`src/core/pmcs_pkg.sv`:
```
/*
  constants, field layouts and carrier types of the conversion sequencer
  assumes one 125 MHz clock and a word-wide register port
*/
// Operation
// one converter is shared by shunt, bus and temperature through a selector
// power and energy use previous current and the newest bus sample
// with one average each result is published as its conversion ends
// averaging sums samples per quantity, then averages, power and output load
// energy and charge accumulate every cycle, never averaged
// arithmetic runs alongside conversions and adds no time
// temperature is converted before each shunt and corrects current drift
// modes restrict the sequence to current only or bus only
// each input has its own conversion period, 50 us to 4.12 ms
// current exists only after temperature and shunt both finish
// enabled inputs convert in turn, sequence repeats until averaging count
// outputs hold until a complete result replaces them; reads disturb nothing
// continuous mode repeats the sequence forever
// triggered mode runs one sequence then shuts down until mode rewritten
// any mode write aborts and restarts the sequence
// done flag rises only after all conversions and averaging finish
// done flag clears on non-shutdown setup write or alert register read
// energy and charge are invalid in triggered mode
// start delay 0 to 510 ms in 2 ms steps, reset value none
// decimation filter follows the selected period, settles in one cycle
// averaging counts 1 to 1024, one count for all inputs
// timing comes from the oscillator; allow 300 us to stabilise
// shutdown stays idle with registers reachable until a conversion mode
// average is sum divided by count, by shifting
// all outputs of one sequence update in the same cycle; with one average the code publishes each at its conversion end
`default_nettype none

package pmcs_pkg;

  localparam int CLK_PERIOD_NS = 8;

  // register offsets
  localparam logic [7:0] OFF_CONFIG = 8'h00;
  localparam logic [7:0] OFF_ADC_CFG = 8'h04;
  localparam logic [7:0] OFF_CURRENT = 8'h08;
  localparam logic [7:0] OFF_VBUS = 8'h0C;
  localparam logic [7:0] OFF_DIETEMP = 8'h10;
  localparam logic [7:0] OFF_POWER = 8'h14;
  localparam logic [7:0] OFF_ENERGY = 8'h18;
  localparam logic [7:0] OFF_CHARGE = 8'h1C;
  localparam logic [7:0] OFF_DIAG = 8'h20;

  // field positions
  localparam int DLY_LSB = 6;
  localparam int MODE_LSB = 12;
  localparam int VCT_LSB = 9;
  localparam int SCT_LSB = 6;
  localparam int TCT_LSB = 3;
  localparam int AVG_LSB = 0;
  localparam int DIAG_DONE_BIT = 1;
  localparam int DIAG_ACCV_BIT = 0;

  // reset values: continuous all inputs, 1052 us each, one average
  localparam logic [31:0] RST_CONFIG = 32'h0000_0000;
  localparam logic [31:0] RST_ADC_CFG = 32'h0000_7B68;

  // times in microseconds
  localparam logic [18:0] STARTUP_US = 19'h0_012C;
  localparam logic [18:0] DLY_STEP_US = 19'h0_07D0;
  // 50 84 150 280 540 1052 2074 4120 us
  localparam logic [12:0] CT_US [8] = '{13'h0032, 13'h0054, 13'h0096, 13'h0118,
                                        13'h021C, 13'h041C, 13'h081A, 13'h1018};
  // log2 of 1 4 16 64 128 256 512 1024 averages
  localparam logic [3:0] AVG_SHIFT [8] = '{4'h0, 4'h2, 4'h4, 4'h6,
                                           4'h7, 4'h8, 4'h9, 4'hA};

  typedef enum logic [1:0] {STP_TEMP, STP_SHUNT, STP_BUS} pmcs_step_e;
  typedef enum logic [1:0] {ST_WARM, ST_IDLE, ST_DELAY, ST_CONV} pmcs_state_e;

  typedef struct packed {
    logic [7:0] addr;
    logic [31:0] wdata;
    logic wr;
    logic rd;
  } pmcs_bus_s;

  typedef struct packed {
    pmcs_step_e sel;
    logic start;
    logic [2:0] ctCode;
  } pmcs_adc_s;

endpackage

`default_nettype wire

```
`src/core/pmcs_sequencer.sv`:
```
/*
  conversion sequencer and calculation engine of the power monitor
  assumes the converter runs on the same clock and holds adcData valid
  when the programmed conversion period ends
*/
// Chosen here: the address-and-strobe port and the register offsets.
`default_nettype none

module pmcs_sequencer import pmcs_pkg::*; #(
  parameter int US_CYCLES = 1000 / CLK_PERIOD_NS,
  parameter int TC_SHIFT = 12,
  parameter logic signed [15:0] TEMP_REF = 16'sh0000
) (
  // clock and reset
  input wire logic clock,
  input wire logic rst_n,
  // register port
  input wire pmcs_bus_s busIn,
  output logic [31:0] rdData,
  // converter
  input wire logic [15:0] adcData,
  output pmcs_adc_s adcCtl
);

  localparam int DIV_W = $clog2(US_CYCLES);

  typedef struct packed {
    pmcs_state_e state;
    pmcs_step_e step;
    logic [DIV_W-1:0] usDiv;
    logic [18:0] usCnt;
    logic [10:0] avgCnt;
    logic [31:0] cfg;
    logic [31:0] adcCfg;
    logic signed [25:0] accT;
    logic signed [25:0] accS;
    logic signed [25:0] accB;
    logic signed [15:0] tempSmp;
    logic signed [15:0] curSmp;
    logic [15:0] curr;
    logic [15:0] vbus;
    logic [15:0] temp;
    logic [31:0] power;
    logic [31:0] energy;
    logic [31:0] charge;
    logic convDone;
    logic accValid;
    logic loadEvt;
    logic pubEvt;
    logic [31:0] rdData;
    pmcs_adc_s adc;
  } pmcs_seq_s;

  pmcs_seq_s seq_ff;
  pmcs_seq_s nxt_seq;
  logic cfgWr;

  assign cfgWr = busIn.wr && (busIn.addr == OFF_ADC_CFG);

  ////////////////////////////////////////////////////////////////////////////
  // next state

  always_comb begin
    logic tick;
    logic [2:0] mode;
    logic [2:0] newMode;
    logic startConv;
    pmcs_step_e startStep;
    logic beginSeq;
    logic setDone;
    logic clrDone;
    logic signed [15:0] smp;
    logic signed [16:0] dT;
    logic signed [32:0] prod;
    logic signed [15:0] corr;
    logic signed [31:0] pwr;
    logic signed [25:0] sumT;
    logic signed [25:0] sumS;
    logic signed [25:0] sumB;
    logic signed [25:0] avgS;
    logic signed [25:0] avgB;
    logic signed [25:0] avgT;
    logic [3:0] sh;
    logic avgOne;
    logic cycEnd;
    logic [10:0] avgNext;
    logic [2:0] code;
    tick = 1'b0;
    mode = 3'h0;
    newMode = 3'h0;
    startConv = 1'b0;
    startStep = STP_TEMP;
    beginSeq = 1'b0;
    setDone = 1'b0;
    clrDone = 1'b0;
    smp = 16'sh0000;
    dT = 17'sh0_0000;
    prod = 33'sh0_0000_0000;
    corr = 16'sh0000;
    pwr = 32'sh0000_0000;
    sumT = 26'sh000_0000;
    sumS = 26'sh000_0000;
    sumB = 26'sh000_0000;
    avgS = 26'sh000_0000;
    avgB = 26'sh000_0000;
    avgT = 26'sh000_0000;
    sh = 4'h0;
    avgOne = 1'b0;
    cycEnd = 1'b0;
    avgNext = 11'h000;
    code = 3'h0;

    nxt_seq = seq_ff;
    nxt_seq.adc.start = 1'b0;
    nxt_seq.loadEvt = 1'b0;
    nxt_seq.pubEvt = 1'b0;
    nxt_seq.rdData = 32'h0000_0000;

    // microsecond time base from the oscillator clock
    tick = (seq_ff.usDiv == DIV_W'(US_CYCLES - 1));
    nxt_seq.usDiv = tick ? '0 : seq_ff.usDiv + 1'b1;
    if (tick && (seq_ff.usCnt != 19'h0_0000)) begin
      nxt_seq.usCnt = seq_ff.usCnt - 19'h0_0001;
    end

    mode = seq_ff.adcCfg[MODE_LSB +: 3];
    sh = AVG_SHIFT[seq_ff.adcCfg[AVG_LSB +: 3]];
    avgOne = (sh == 4'h0);
    avgNext = seq_ff.avgCnt + 11'h001;
    // bit0 current, bit1 bus, bit2 continuous
    startStep = mode[0] ? STP_TEMP : STP_BUS;

    case (seq_ff.state)
      ST_WARM: begin
        // converter and clock settle before the first conversion
        if (seq_ff.usCnt == 19'h0_0000) begin
          nxt_seq.state = ST_IDLE;
          beginSeq = (mode[1:0] != 2'h0);
        end
      end
      ST_IDLE: begin
        nxt_seq.state = ST_IDLE;
      end
      ST_DELAY: begin
        if (seq_ff.usCnt == 19'h0_0000) begin
          startConv = 1'b1;
        end
      end
      ST_CONV: begin
        if (seq_ff.usCnt == 19'h0_0000) begin
          smp = signed'(adcData);
          sumT = seq_ff.accT;
          sumS = seq_ff.accS;
          sumB = seq_ff.accB;
          case (seq_ff.step)
            STP_TEMP: begin
              nxt_seq.tempSmp = smp;
              sumT = seq_ff.accT + 26'(smp);
              nxt_seq.accT = sumT;
              if (avgOne) begin
                nxt_seq.temp = adcData;
                nxt_seq.pubEvt = 1'b1;
              end
              startConv = 1'b1;
              startStep = STP_SHUNT;
            end
            STP_SHUNT: begin
              // drift correction from the temperature just converted
              dT = 17'(seq_ff.tempSmp) - 17'(TEMP_REF);
              prod = 33'(smp) * 33'(dT);
              corr = smp - prod[TC_SHIFT +: 16];
              nxt_seq.curSmp = corr;
              sumS = seq_ff.accS + 26'(corr);
              nxt_seq.accS = sumS;
              nxt_seq.charge = seq_ff.charge + 32'(corr);
              if (avgOne) begin
                nxt_seq.curr = corr;
                nxt_seq.pubEvt = 1'b1;
              end
              if (mode[1]) begin
                startConv = 1'b1;
                startStep = STP_BUS;
              end else begin
                cycEnd = 1'b1;
              end
            end
            default: begin
              // previous current with the newest bus sample
              pwr = 32'(seq_ff.curSmp) * 32'(smp);
              sumB = seq_ff.accB + 26'(smp);
              nxt_seq.accB = sumB;
              nxt_seq.energy = seq_ff.energy + pwr;
              if (avgOne) begin
                nxt_seq.vbus = adcData;
                nxt_seq.power = pwr;
                nxt_seq.pubEvt = 1'b1;
              end
              cycEnd = 1'b1;
            end
          endcase
          if (cycEnd) begin
            nxt_seq.avgCnt = avgNext;
            if (avgNext == (11'h001 << sh)) begin
              if (!avgOne) begin
                avgS = sumS >>> sh;
                avgB = sumB >>> sh;
                avgT = sumT >>> sh;
                // every output of the sequence in one cycle
                if (mode[0]) begin
                  nxt_seq.curr = avgS[15:0];
                  nxt_seq.temp = avgT[15:0];
                end
                if (mode[1]) begin
                  nxt_seq.vbus = avgB[15:0];
                  pwr = 32'(seq_ff.curSmp) * 32'(avgB[15:0]);
                  if (mode[0]) begin
                    pwr = 32'(avgS[15:0]) * 32'(avgB[15:0]);
                  end
                  nxt_seq.power = pwr;
                end
                nxt_seq.pubEvt = 1'b1;
              end
              setDone = 1'b1;
              nxt_seq.loadEvt = 1'b1;
              nxt_seq.accValid = mode[2];
              nxt_seq.accT = 26'sh000_0000;
              nxt_seq.accS = 26'sh000_0000;
              nxt_seq.accB = 26'sh000_0000;
              nxt_seq.avgCnt = 11'h000;
              if (mode[2]) begin
                startConv = 1'b1;
                startStep = mode[0] ? STP_TEMP : STP_BUS;
              end else begin
                nxt_seq.state = ST_IDLE;
              end
            end else begin
              startConv = 1'b1;
              startStep = mode[0] ? STP_TEMP : STP_BUS;
            end
          end
        end
      end
      default: begin
        nxt_seq.state = ST_IDLE;
      end
    endcase

    // register writes
    if (busIn.wr) begin
      case (busIn.addr)
        OFF_CONFIG: begin
          nxt_seq.cfg = {16'h0000, busIn.wdata[15:0]} & 32'h0000_3FC0;
        end
        OFF_ADC_CFG: begin
          nxt_seq.adcCfg = {16'h0000, busIn.wdata[15:0]};
          newMode = busIn.wdata[MODE_LSB +: 3];
          clrDone = (newMode[1:0] != 2'h0);
          if (seq_ff.state != ST_WARM) begin
            // abort whatever runs and start over unless the new mode is shutdown
            startConv = 1'b0;
            nxt_seq.accT = 26'sh000_0000;
            nxt_seq.accS = 26'sh000_0000;
            nxt_seq.accB = 26'sh000_0000;
            nxt_seq.avgCnt = 11'h000;
            nxt_seq.state = ST_IDLE;
            beginSeq = (newMode[1:0] != 2'h0);
            mode = newMode;
            startStep = newMode[0] ? STP_TEMP : STP_BUS;
          end
        end
        default: begin
        end
      endcase
    end

    // reads never touch the sequence
    if (busIn.rd) begin
      case (busIn.addr)
        OFF_CONFIG: nxt_seq.rdData = seq_ff.cfg;
        OFF_ADC_CFG: nxt_seq.rdData = seq_ff.adcCfg;
        OFF_CURRENT: nxt_seq.rdData = {16'h0000, seq_ff.curr};
        OFF_VBUS: nxt_seq.rdData = {16'h0000, seq_ff.vbus};
        OFF_DIETEMP: nxt_seq.rdData = {16'h0000, seq_ff.temp};
        OFF_POWER: nxt_seq.rdData = seq_ff.power;
        OFF_ENERGY: nxt_seq.rdData = seq_ff.energy;
        OFF_CHARGE: nxt_seq.rdData = seq_ff.charge;
        OFF_DIAG: begin
          nxt_seq.rdData[DIAG_DONE_BIT] = seq_ff.convDone;
          nxt_seq.rdData[DIAG_ACCV_BIT] = seq_ff.accValid;
          clrDone = 1'b1;
        end
        default: nxt_seq.rdData = 32'h0000_0000;
      endcase
    end

    // start delay only at the head of a fresh sequence
    if (beginSeq) begin
      if (seq_ff.cfg[DLY_LSB +: 8] == 8'h00) begin
        startConv = 1'b1;
      end else begin
        nxt_seq.state = ST_DELAY;
        nxt_seq.usCnt = 19'(seq_ff.cfg[DLY_LSB +: 8]) * DLY_STEP_US;
      end
    end

    if (startConv) begin
      case (startStep)
        STP_TEMP: code = seq_ff.adcCfg[TCT_LSB +: 3];
        STP_SHUNT: code = seq_ff.adcCfg[SCT_LSB +: 3];
        default: code = seq_ff.adcCfg[VCT_LSB +: 3];
      endcase
      if (busIn.wr && (busIn.addr == OFF_ADC_CFG)) begin
        case (startStep)
          STP_TEMP: code = busIn.wdata[TCT_LSB +: 3];
          STP_SHUNT: code = busIn.wdata[SCT_LSB +: 3];
          default: code = busIn.wdata[VCT_LSB +: 3];
        endcase
      end
      nxt_seq.state = ST_CONV;
      nxt_seq.step = startStep;
      nxt_seq.usCnt = 19'(CT_US[code]);
      nxt_seq.adc.sel = startStep;
      nxt_seq.adc.start = 1'b1;
      nxt_seq.adc.ctCode = code;
    end

    // a completing sequence beats a clear in the same cycle
    nxt_seq.convDone = (seq_ff.convDone & ~clrDone) | setDone;
  end

  ////////////////////////////////////////////////////////////////////////////
  // state register

  always_ff @(posedge clock or negedge rst_n) begin
    if (!rst_n) begin
      seq_ff <= '0;
      seq_ff.usCnt <= STARTUP_US;
      seq_ff.cfg <= RST_CONFIG;
      seq_ff.adcCfg <= RST_ADC_CFG;
    end else begin
      seq_ff <= nxt_seq;
    end
  end

  assign rdData = seq_ff.rdData;
  assign adcCtl = seq_ff.adc;
endmodule // pmcs_sequencer

`default_nettype wire

```
`config.mk`:
```
export PLATFORM = sky130hd
export DESIGN_NAME = pmcs_sequencer
export DESIGN_NICKNAME = d
export VERILOG_FILES = /design/src/core/pmcs_pkg.sv /design/src/core/pmcs_sequencer.sv
export SDC_FILE = /design/constraint.sdc
export NUM_CORES = 2
export LEC_CHECK = 0
export BUFFER_PORTS_ARGS = -buffer_cell sky130_fd_sc_hd__buf_2
export CAP_MARGIN = 20
export CORE_MARGIN = 5
export CORE_UTILIZATION = 35
export DETAILED_ROUTE_END_ITERATION = 10
export REMOVE_ABC_BUFFERS = 1
export SYNTH_ARGS = -nofsm -noshare
export SYNTH_HDL_FRONTEND = slang
export SYNTH_SLANG_ARGS = --single-unit
```
`constraint.sdc`:
```
create_clock -name clock -period 33.6 [get_ports clock]
set_input_delay 3.36 -clock clock [delete_from_list [all_inputs] [get_ports clock]]
set_output_delay 3.36 -clock clock [all_outputs]
set_load 0.05 [all_outputs]
```
---- Word level (Yosys, flattened, before mapping) ----
Memory sizes are Yosys's and may differ from the RTL's.
Cells that the tools add are included.
storage, ports and cells
  flip-flop bits (word level) ............. 357
  bits in read-only memories .............. 136
  input bits .............................. 60
  output and inout port bits .............. 38
  word-level logic and storage cells ...... 199
  memories kept ........................... 2
cells by class
  add/sub/neg operators ................... 9
  multipliers ............................. 5
  magnitude comparators ................... 2
  eq/ne operators ......................... 15
  shift operators ......................... 4
  mux-type cells .......................... 112
  bitwise logic cells ..................... 6
  reductions and logical operators ........ 21
memory list
  name              words  width  read ports  clocked after memory_dff  wr ports  line                   RTL
  (name not given)  8      13     1           0                         0         pmcs_sequencer.sv:321  nxt_seq.usCnt = 19'(CT_US[code]);
  (name not given)  8      4      1           0                         0         pmcs_sequencer.sv:127  sh = AVG_SHIFT[seq_ff.adcCfg[AVG_LSB +: 3]];
operators with widths
  kind                number
  $mux 254            2
  $mux 80             3
  $pmux 30 s8         1
  $mux 26             9
  $mux 78             3
  $mux 32             6
  $mux 153            1
  $mux 16             9
  $mux 94             1
  $add 26x16->26      3
  $sshr 26x4->16      3
  $mux 19             4
  $mux 11             6
  $add 32x32->32      2
  $mul 16x16->32      2
  $mux 64             1
  $mux 2              21
  $eq 8x5->1 const B  4
  $mul 16x17->32      1
  $mul 16x16->28      1
  $mux 1              27
  $mux 13             2
  $logic_not 19->1    1
  $reduce_bool 19->1  1
  36 further kinds    60

---- Depth between registers and ports, before layout ----
  depth in word-level cells ............... 22
  gate-level depth with buffers ........... 72
  mapped depth without buffers ............ 69

---- Least setup slack after synthesis ----
No wires, ideal clock.
  path type ............................... input to register
  start point ............................. input adcData[15]
  end point ............................... register seq_ff[136] (netlist bit)
  setup time .............................. 104 ps
  arrival ................................. 18,874 ps
  required time ........................... 33,496 ps
  slack ................................... 14,622 ps
  cell stages on the path ................. 65
  buffers on the path ..................... 3
  path through ............................ clkbuf_1 -> clkbuf_1 -> nand2_1 -> inv_1 -> fa_1 -> inv_1 -> fa_1 -> fa_1 -> inv_1 -> fa_1 -> fa_1 -> inv_1 -> fa_1 -> inv_1 -> ha_1 -> a21o_1 -> a21o_1 -> a21o_1 -> [29 not listed] -> fa_1 -> fa_1 -> inv_1 -> fa_1 -> inv_1 -> fa_1 -> inv_1 -> ha_1 -> nand2_1 -> o31ai_1 -> o311ai_0 -> a31oi_1 -> nand4_1 -> a31oi_1 -> a21o_1 -> a21oi_1 -> xor2_1 -> a221oi_1
on the way
  longest elaborated chain between the ends .. 13
  elaborated cells on any way between the ends .. 22
  classes of those cells .................. add/sub: 3; mul: 4; shift: 2; mux: 13
RTL lines
  what                    line                   RTL
  start: declaration      pmcs_sequencer.sv:21   input wire logic [15:0] adcData,
  $mul 16x16->28          pmcs_sequencer.sv:170  prod = 33'(smp) * 33'(dT);
  $sub 16x16->16          pmcs_sequencer.sv:171  corr = smp - prod[TC_SHIFT +: 16];
  $add 26x16->26          pmcs_sequencer.sv:173  sumS = seq_ff.accS + 26'(corr);
  $mux 26                 pmcs_sequencer.sv:155  case (seq_ff.step)
  $mux 26                 pmcs_sequencer.sv:150  if (seq_ff.usCnt == 19'h0_0000) begin
  $mux 26                 pmcs_sequencer.sv:133  case (seq_ff.state)
  $sshr 26x4->16          pmcs_sequencer.sv:205  avgS = sumS >>> sh;
  $mul 16x16->32          pmcs_sequencer.sv:217  pwr = 32'(avgS[15:0]) * 32'(avgB[15:0]);
  $mux 32                 pmcs_sequencer.sv:216  if (mode[0]) begin
  $mux 32                 pmcs_sequencer.sv:213  if (mode[1]) begin
  $mux 80                 pmcs_sequencer.sv:204  if (!avgOne) begin
  $mux 80                 pmcs_sequencer.sv:203  if (avgNext == (11'h001 << sh)) begin
  $mux 80 (*)             pmcs_sequencer.sv:201  if (cycEnd) begin
  end signal: assignment  pmcs_sequencer.sv:341  seq_ff <= nxt_seq;
  end: declaration        pmcs_sequencer.sv:54   pmcs_seq_s seq_ff;
Every way passes the cells marked *; elsewhere a longest branch is shown, timed or not. The select of a mux whose other input is x is not followed.
A chain may end at the register's enable or synchronous reset.

---- Final worst setup path ----
  start point ............................. input adcData[10]
  end point ............................... register seq_ff[130] (netlist bit)
Same word-level chain as after synthesis.

==> impl_metrics.ini <==
[status]
status = finished clean

[critical_path]
r2r_slack_ns = 15.12
critPathTopFamily = adder cells
reg2reg_depth = 60
crit_buf_inv = 9
path_max_fanout = 38
start_kind = input pin
startpoint = adcData[10]
r2r_start = seq_ff[203]
cp.depth = 62
max_stage_delay_ns = 0.81
cp_data_arrival_time_ns = 21.48
cpMostUsedCell = fa_1
cp-endpoint = seq_ff[130]
critPathCaptureType = flop
criticalPathCategory = in2reg
required_ns = 34.05
r2r-end = seq_ff[130]
crit_slowest_cell = a221oi_1

[global_routing]
grt_max_degree = 94
antenna_found_initial = 17
grt_pass1_vias = 55500
track_usage_pct = 21.4
grt_first_pass_wirelength_um = 324000
grt_overflow = 0

[floorplanning]
dieArea_mm2 = 0.191
io_pins = 98
start_util_pct = 35.3
die_w_um = 437
core_mm2 = 0.181
die-height_um = 437
row_count = 156

[yosys]
syn_avg_cell_area_um2 = 8.55
synth_xor_area_share_pct = 3.79
ys.flop_type = dfrtp_1
synth-seq-cells = 357
synth-adder-area-share_pct = 39.7
synth-simple-area-share_pct = 16.9
synthArstFlopShare_pct = 100
ys_types = 94
synth_area_mm2 = 0.0639
synth_edf_count = 0
synth_compound_area_share_pct = 14.2
synth_top_family_by_area = adder cells
yosysWarnings = 0
syn_inst = 7478
synthMuxAreaShare_pct = 2.17
seq_area_frac_synth_pct = 14.0

[detailed_routing]
postRouteAntennaNets = 0
avgViaCountPerCell = 5.50
drc = 0
drtIter0Drc = 4318
wl_per_cell_um = 21.2
routed_wl_um = 206000
drtPass1Iterations = 7
vias = 53600

[place]
gp_congestion = 0.954
numPortBuffers = 81
place_hpwl_um = 154000

[timing]
max_slew_margin_pct = 24.2
tns_ns = 0
period_share_pct = 62.6
drv_slew = 0
rsz0062_at_grt = false
fmax_ghz = 0.0476
tightest_slew_ns = 1.13
hold_viol_final = 0
finalSetupViolCount = 0
period_needed_ns = 21.03
clock_skew_ns = 0.0576

[min_path]
hold_class = reg2reg

[clock_network]
postCtsSetupRepairBufs = 0
htreeDepth = 2
cts.sinks = 357
worstSkewPairLatency_ns = 0.64
post_cts_resized = 0
numCtsBuffers = 43
cts-root-buf = clkbuf_16
cts_tree = yes
clk_pin_slew_ns = 0.07
clockBufferDepth = 3
ctsHoldBuffers = 0

[job]
drv_cap = 0

[layout]
synthToLayoutAreaGrowth_pct = 7.13
final_cell_mix = inv_1 (1118), nand2_1 (1024), fa_1 (906), ha_1 (578), nor2_1 (395)
layout-drive-gt1-share_pct = 6.06
layout.nets = 8874
mostFrequentLayoutCell = inv_1
how the worst min path moves through the flow:
| stage | start | endpoint | slack, ns | cells past startpoint |
|---|---|---|---|---|
| 2_1_floorplan | seq_ff[105] | seq_ff[105] | 0.44 | 1 |
| 3_3_place_gp | seq_ff[73] | seq_ff[73] | 0.46 | 1 |
| 3_5_place_dp | seq_ff[105] | seq_ff[105] | 0.46 | 1 |
| 4_1_cts | seq_ff[73] | seq_ff[73] | 0.47 | 1 |
| 5_1_grt | seq_ff[73] | seq_ff[73] | 0.49 | 1 |
| 6_report | seq_ff[73] | seq_ff[73] | 0.47 | 1 |
through the flow:
stage          setup WS [ns]  hold WS (ns)  cells  utilization [%]  cell area, um^2
2_1_floorplan          14.73         0.441   7068                -            62200
3_3_place_gp           12.13         0.461   9653             36.9            66800
3_5_place_dp           12.05         0.457   9654             36.9            66800
4_1_cts                12.59         0.474   9734             37.8            68400
5_1_grt                11.56         0.485   9744             37.8            68500
6_report               12.57         0.473   9746             37.8            68500
worst reg2reg max path: cells and delay by family, from the launching register on:
kind	cells	cell delay, ns
XOR/XNOR	5	0.81
AO/OA/AOI/OAI	24	6.18
AND/OR/NAND/NOR	7	1.59
flip-flops	1	0.83
adder cells (fa/ha/maj)	16	7.56
buffers and inverters	7	0.98
multiplexers	1	0.40
final cells by class:
cell class                 instances  area (um^2)
fill                           18300       113000
multi-input combinational       5591        49300
sequential                       357         8950
inverter                        1120         4200
tap                             2370         2970
timing repair buffer             217         1430
clock buffer                      59         1220
clock inverter                    21          402
antenna                           11         27.5
metal layers:
metal  vias to the layer above  global-route usage (%)  wire (um)
li1                      24000                       -          -
met1                     27200                    27.5      83900
met2                      1921                    35.7      96500
met3                       462                    2.52      14000
met4                         4                    11.1      11900
met5                         -                       0         26
synth_stat cells (69+ instances only):
library cell	instances	share of area, %
nand2_1	1027	6.0
a21o_1	108	1.3
o21ai_0	271	2.1
nor3_1	91	0.71
xor2_1	99	1.4
a22oi_1	69	0.81
clkbuf_1	329	1.9
fa_1	906	28
and2_1	384	3.8
nand2b_1	76	0.74
dfrtp_1	344	13
a21oi_1	374	2.9
ha_1	578	11
inv_1	1118	6.6
nand3_1	109	0.85
o21a_1	70	0.82
nor2_1	406	2.4
xnor2_1	176	2.4
mux2i_1	71	1.1
registers in the layout, indices dropped and copies added (netlist names):
| register | flops |
|---|---|
| adcCtl | 6 |
| rdData | 32 |
| seq_ff | 319 |
kinds of logic after synthesis:
| kind of cell | count (synthesis) |
|---|---|
| AND/OR/NAND/NOR | 2321 |
| multiplexers | 124 |
| adder cells (fa/ha/maj) | 1484 |
| buffers and inverters | 1530 |
| XOR/XNOR | 276 |
| AO/OA/AOI/OAI | 1386 |
| flip-flops | 357 |
Power is not shown: default switching activity piles up to over one toggle a cycle in this logic, so the estimate is an artifact.
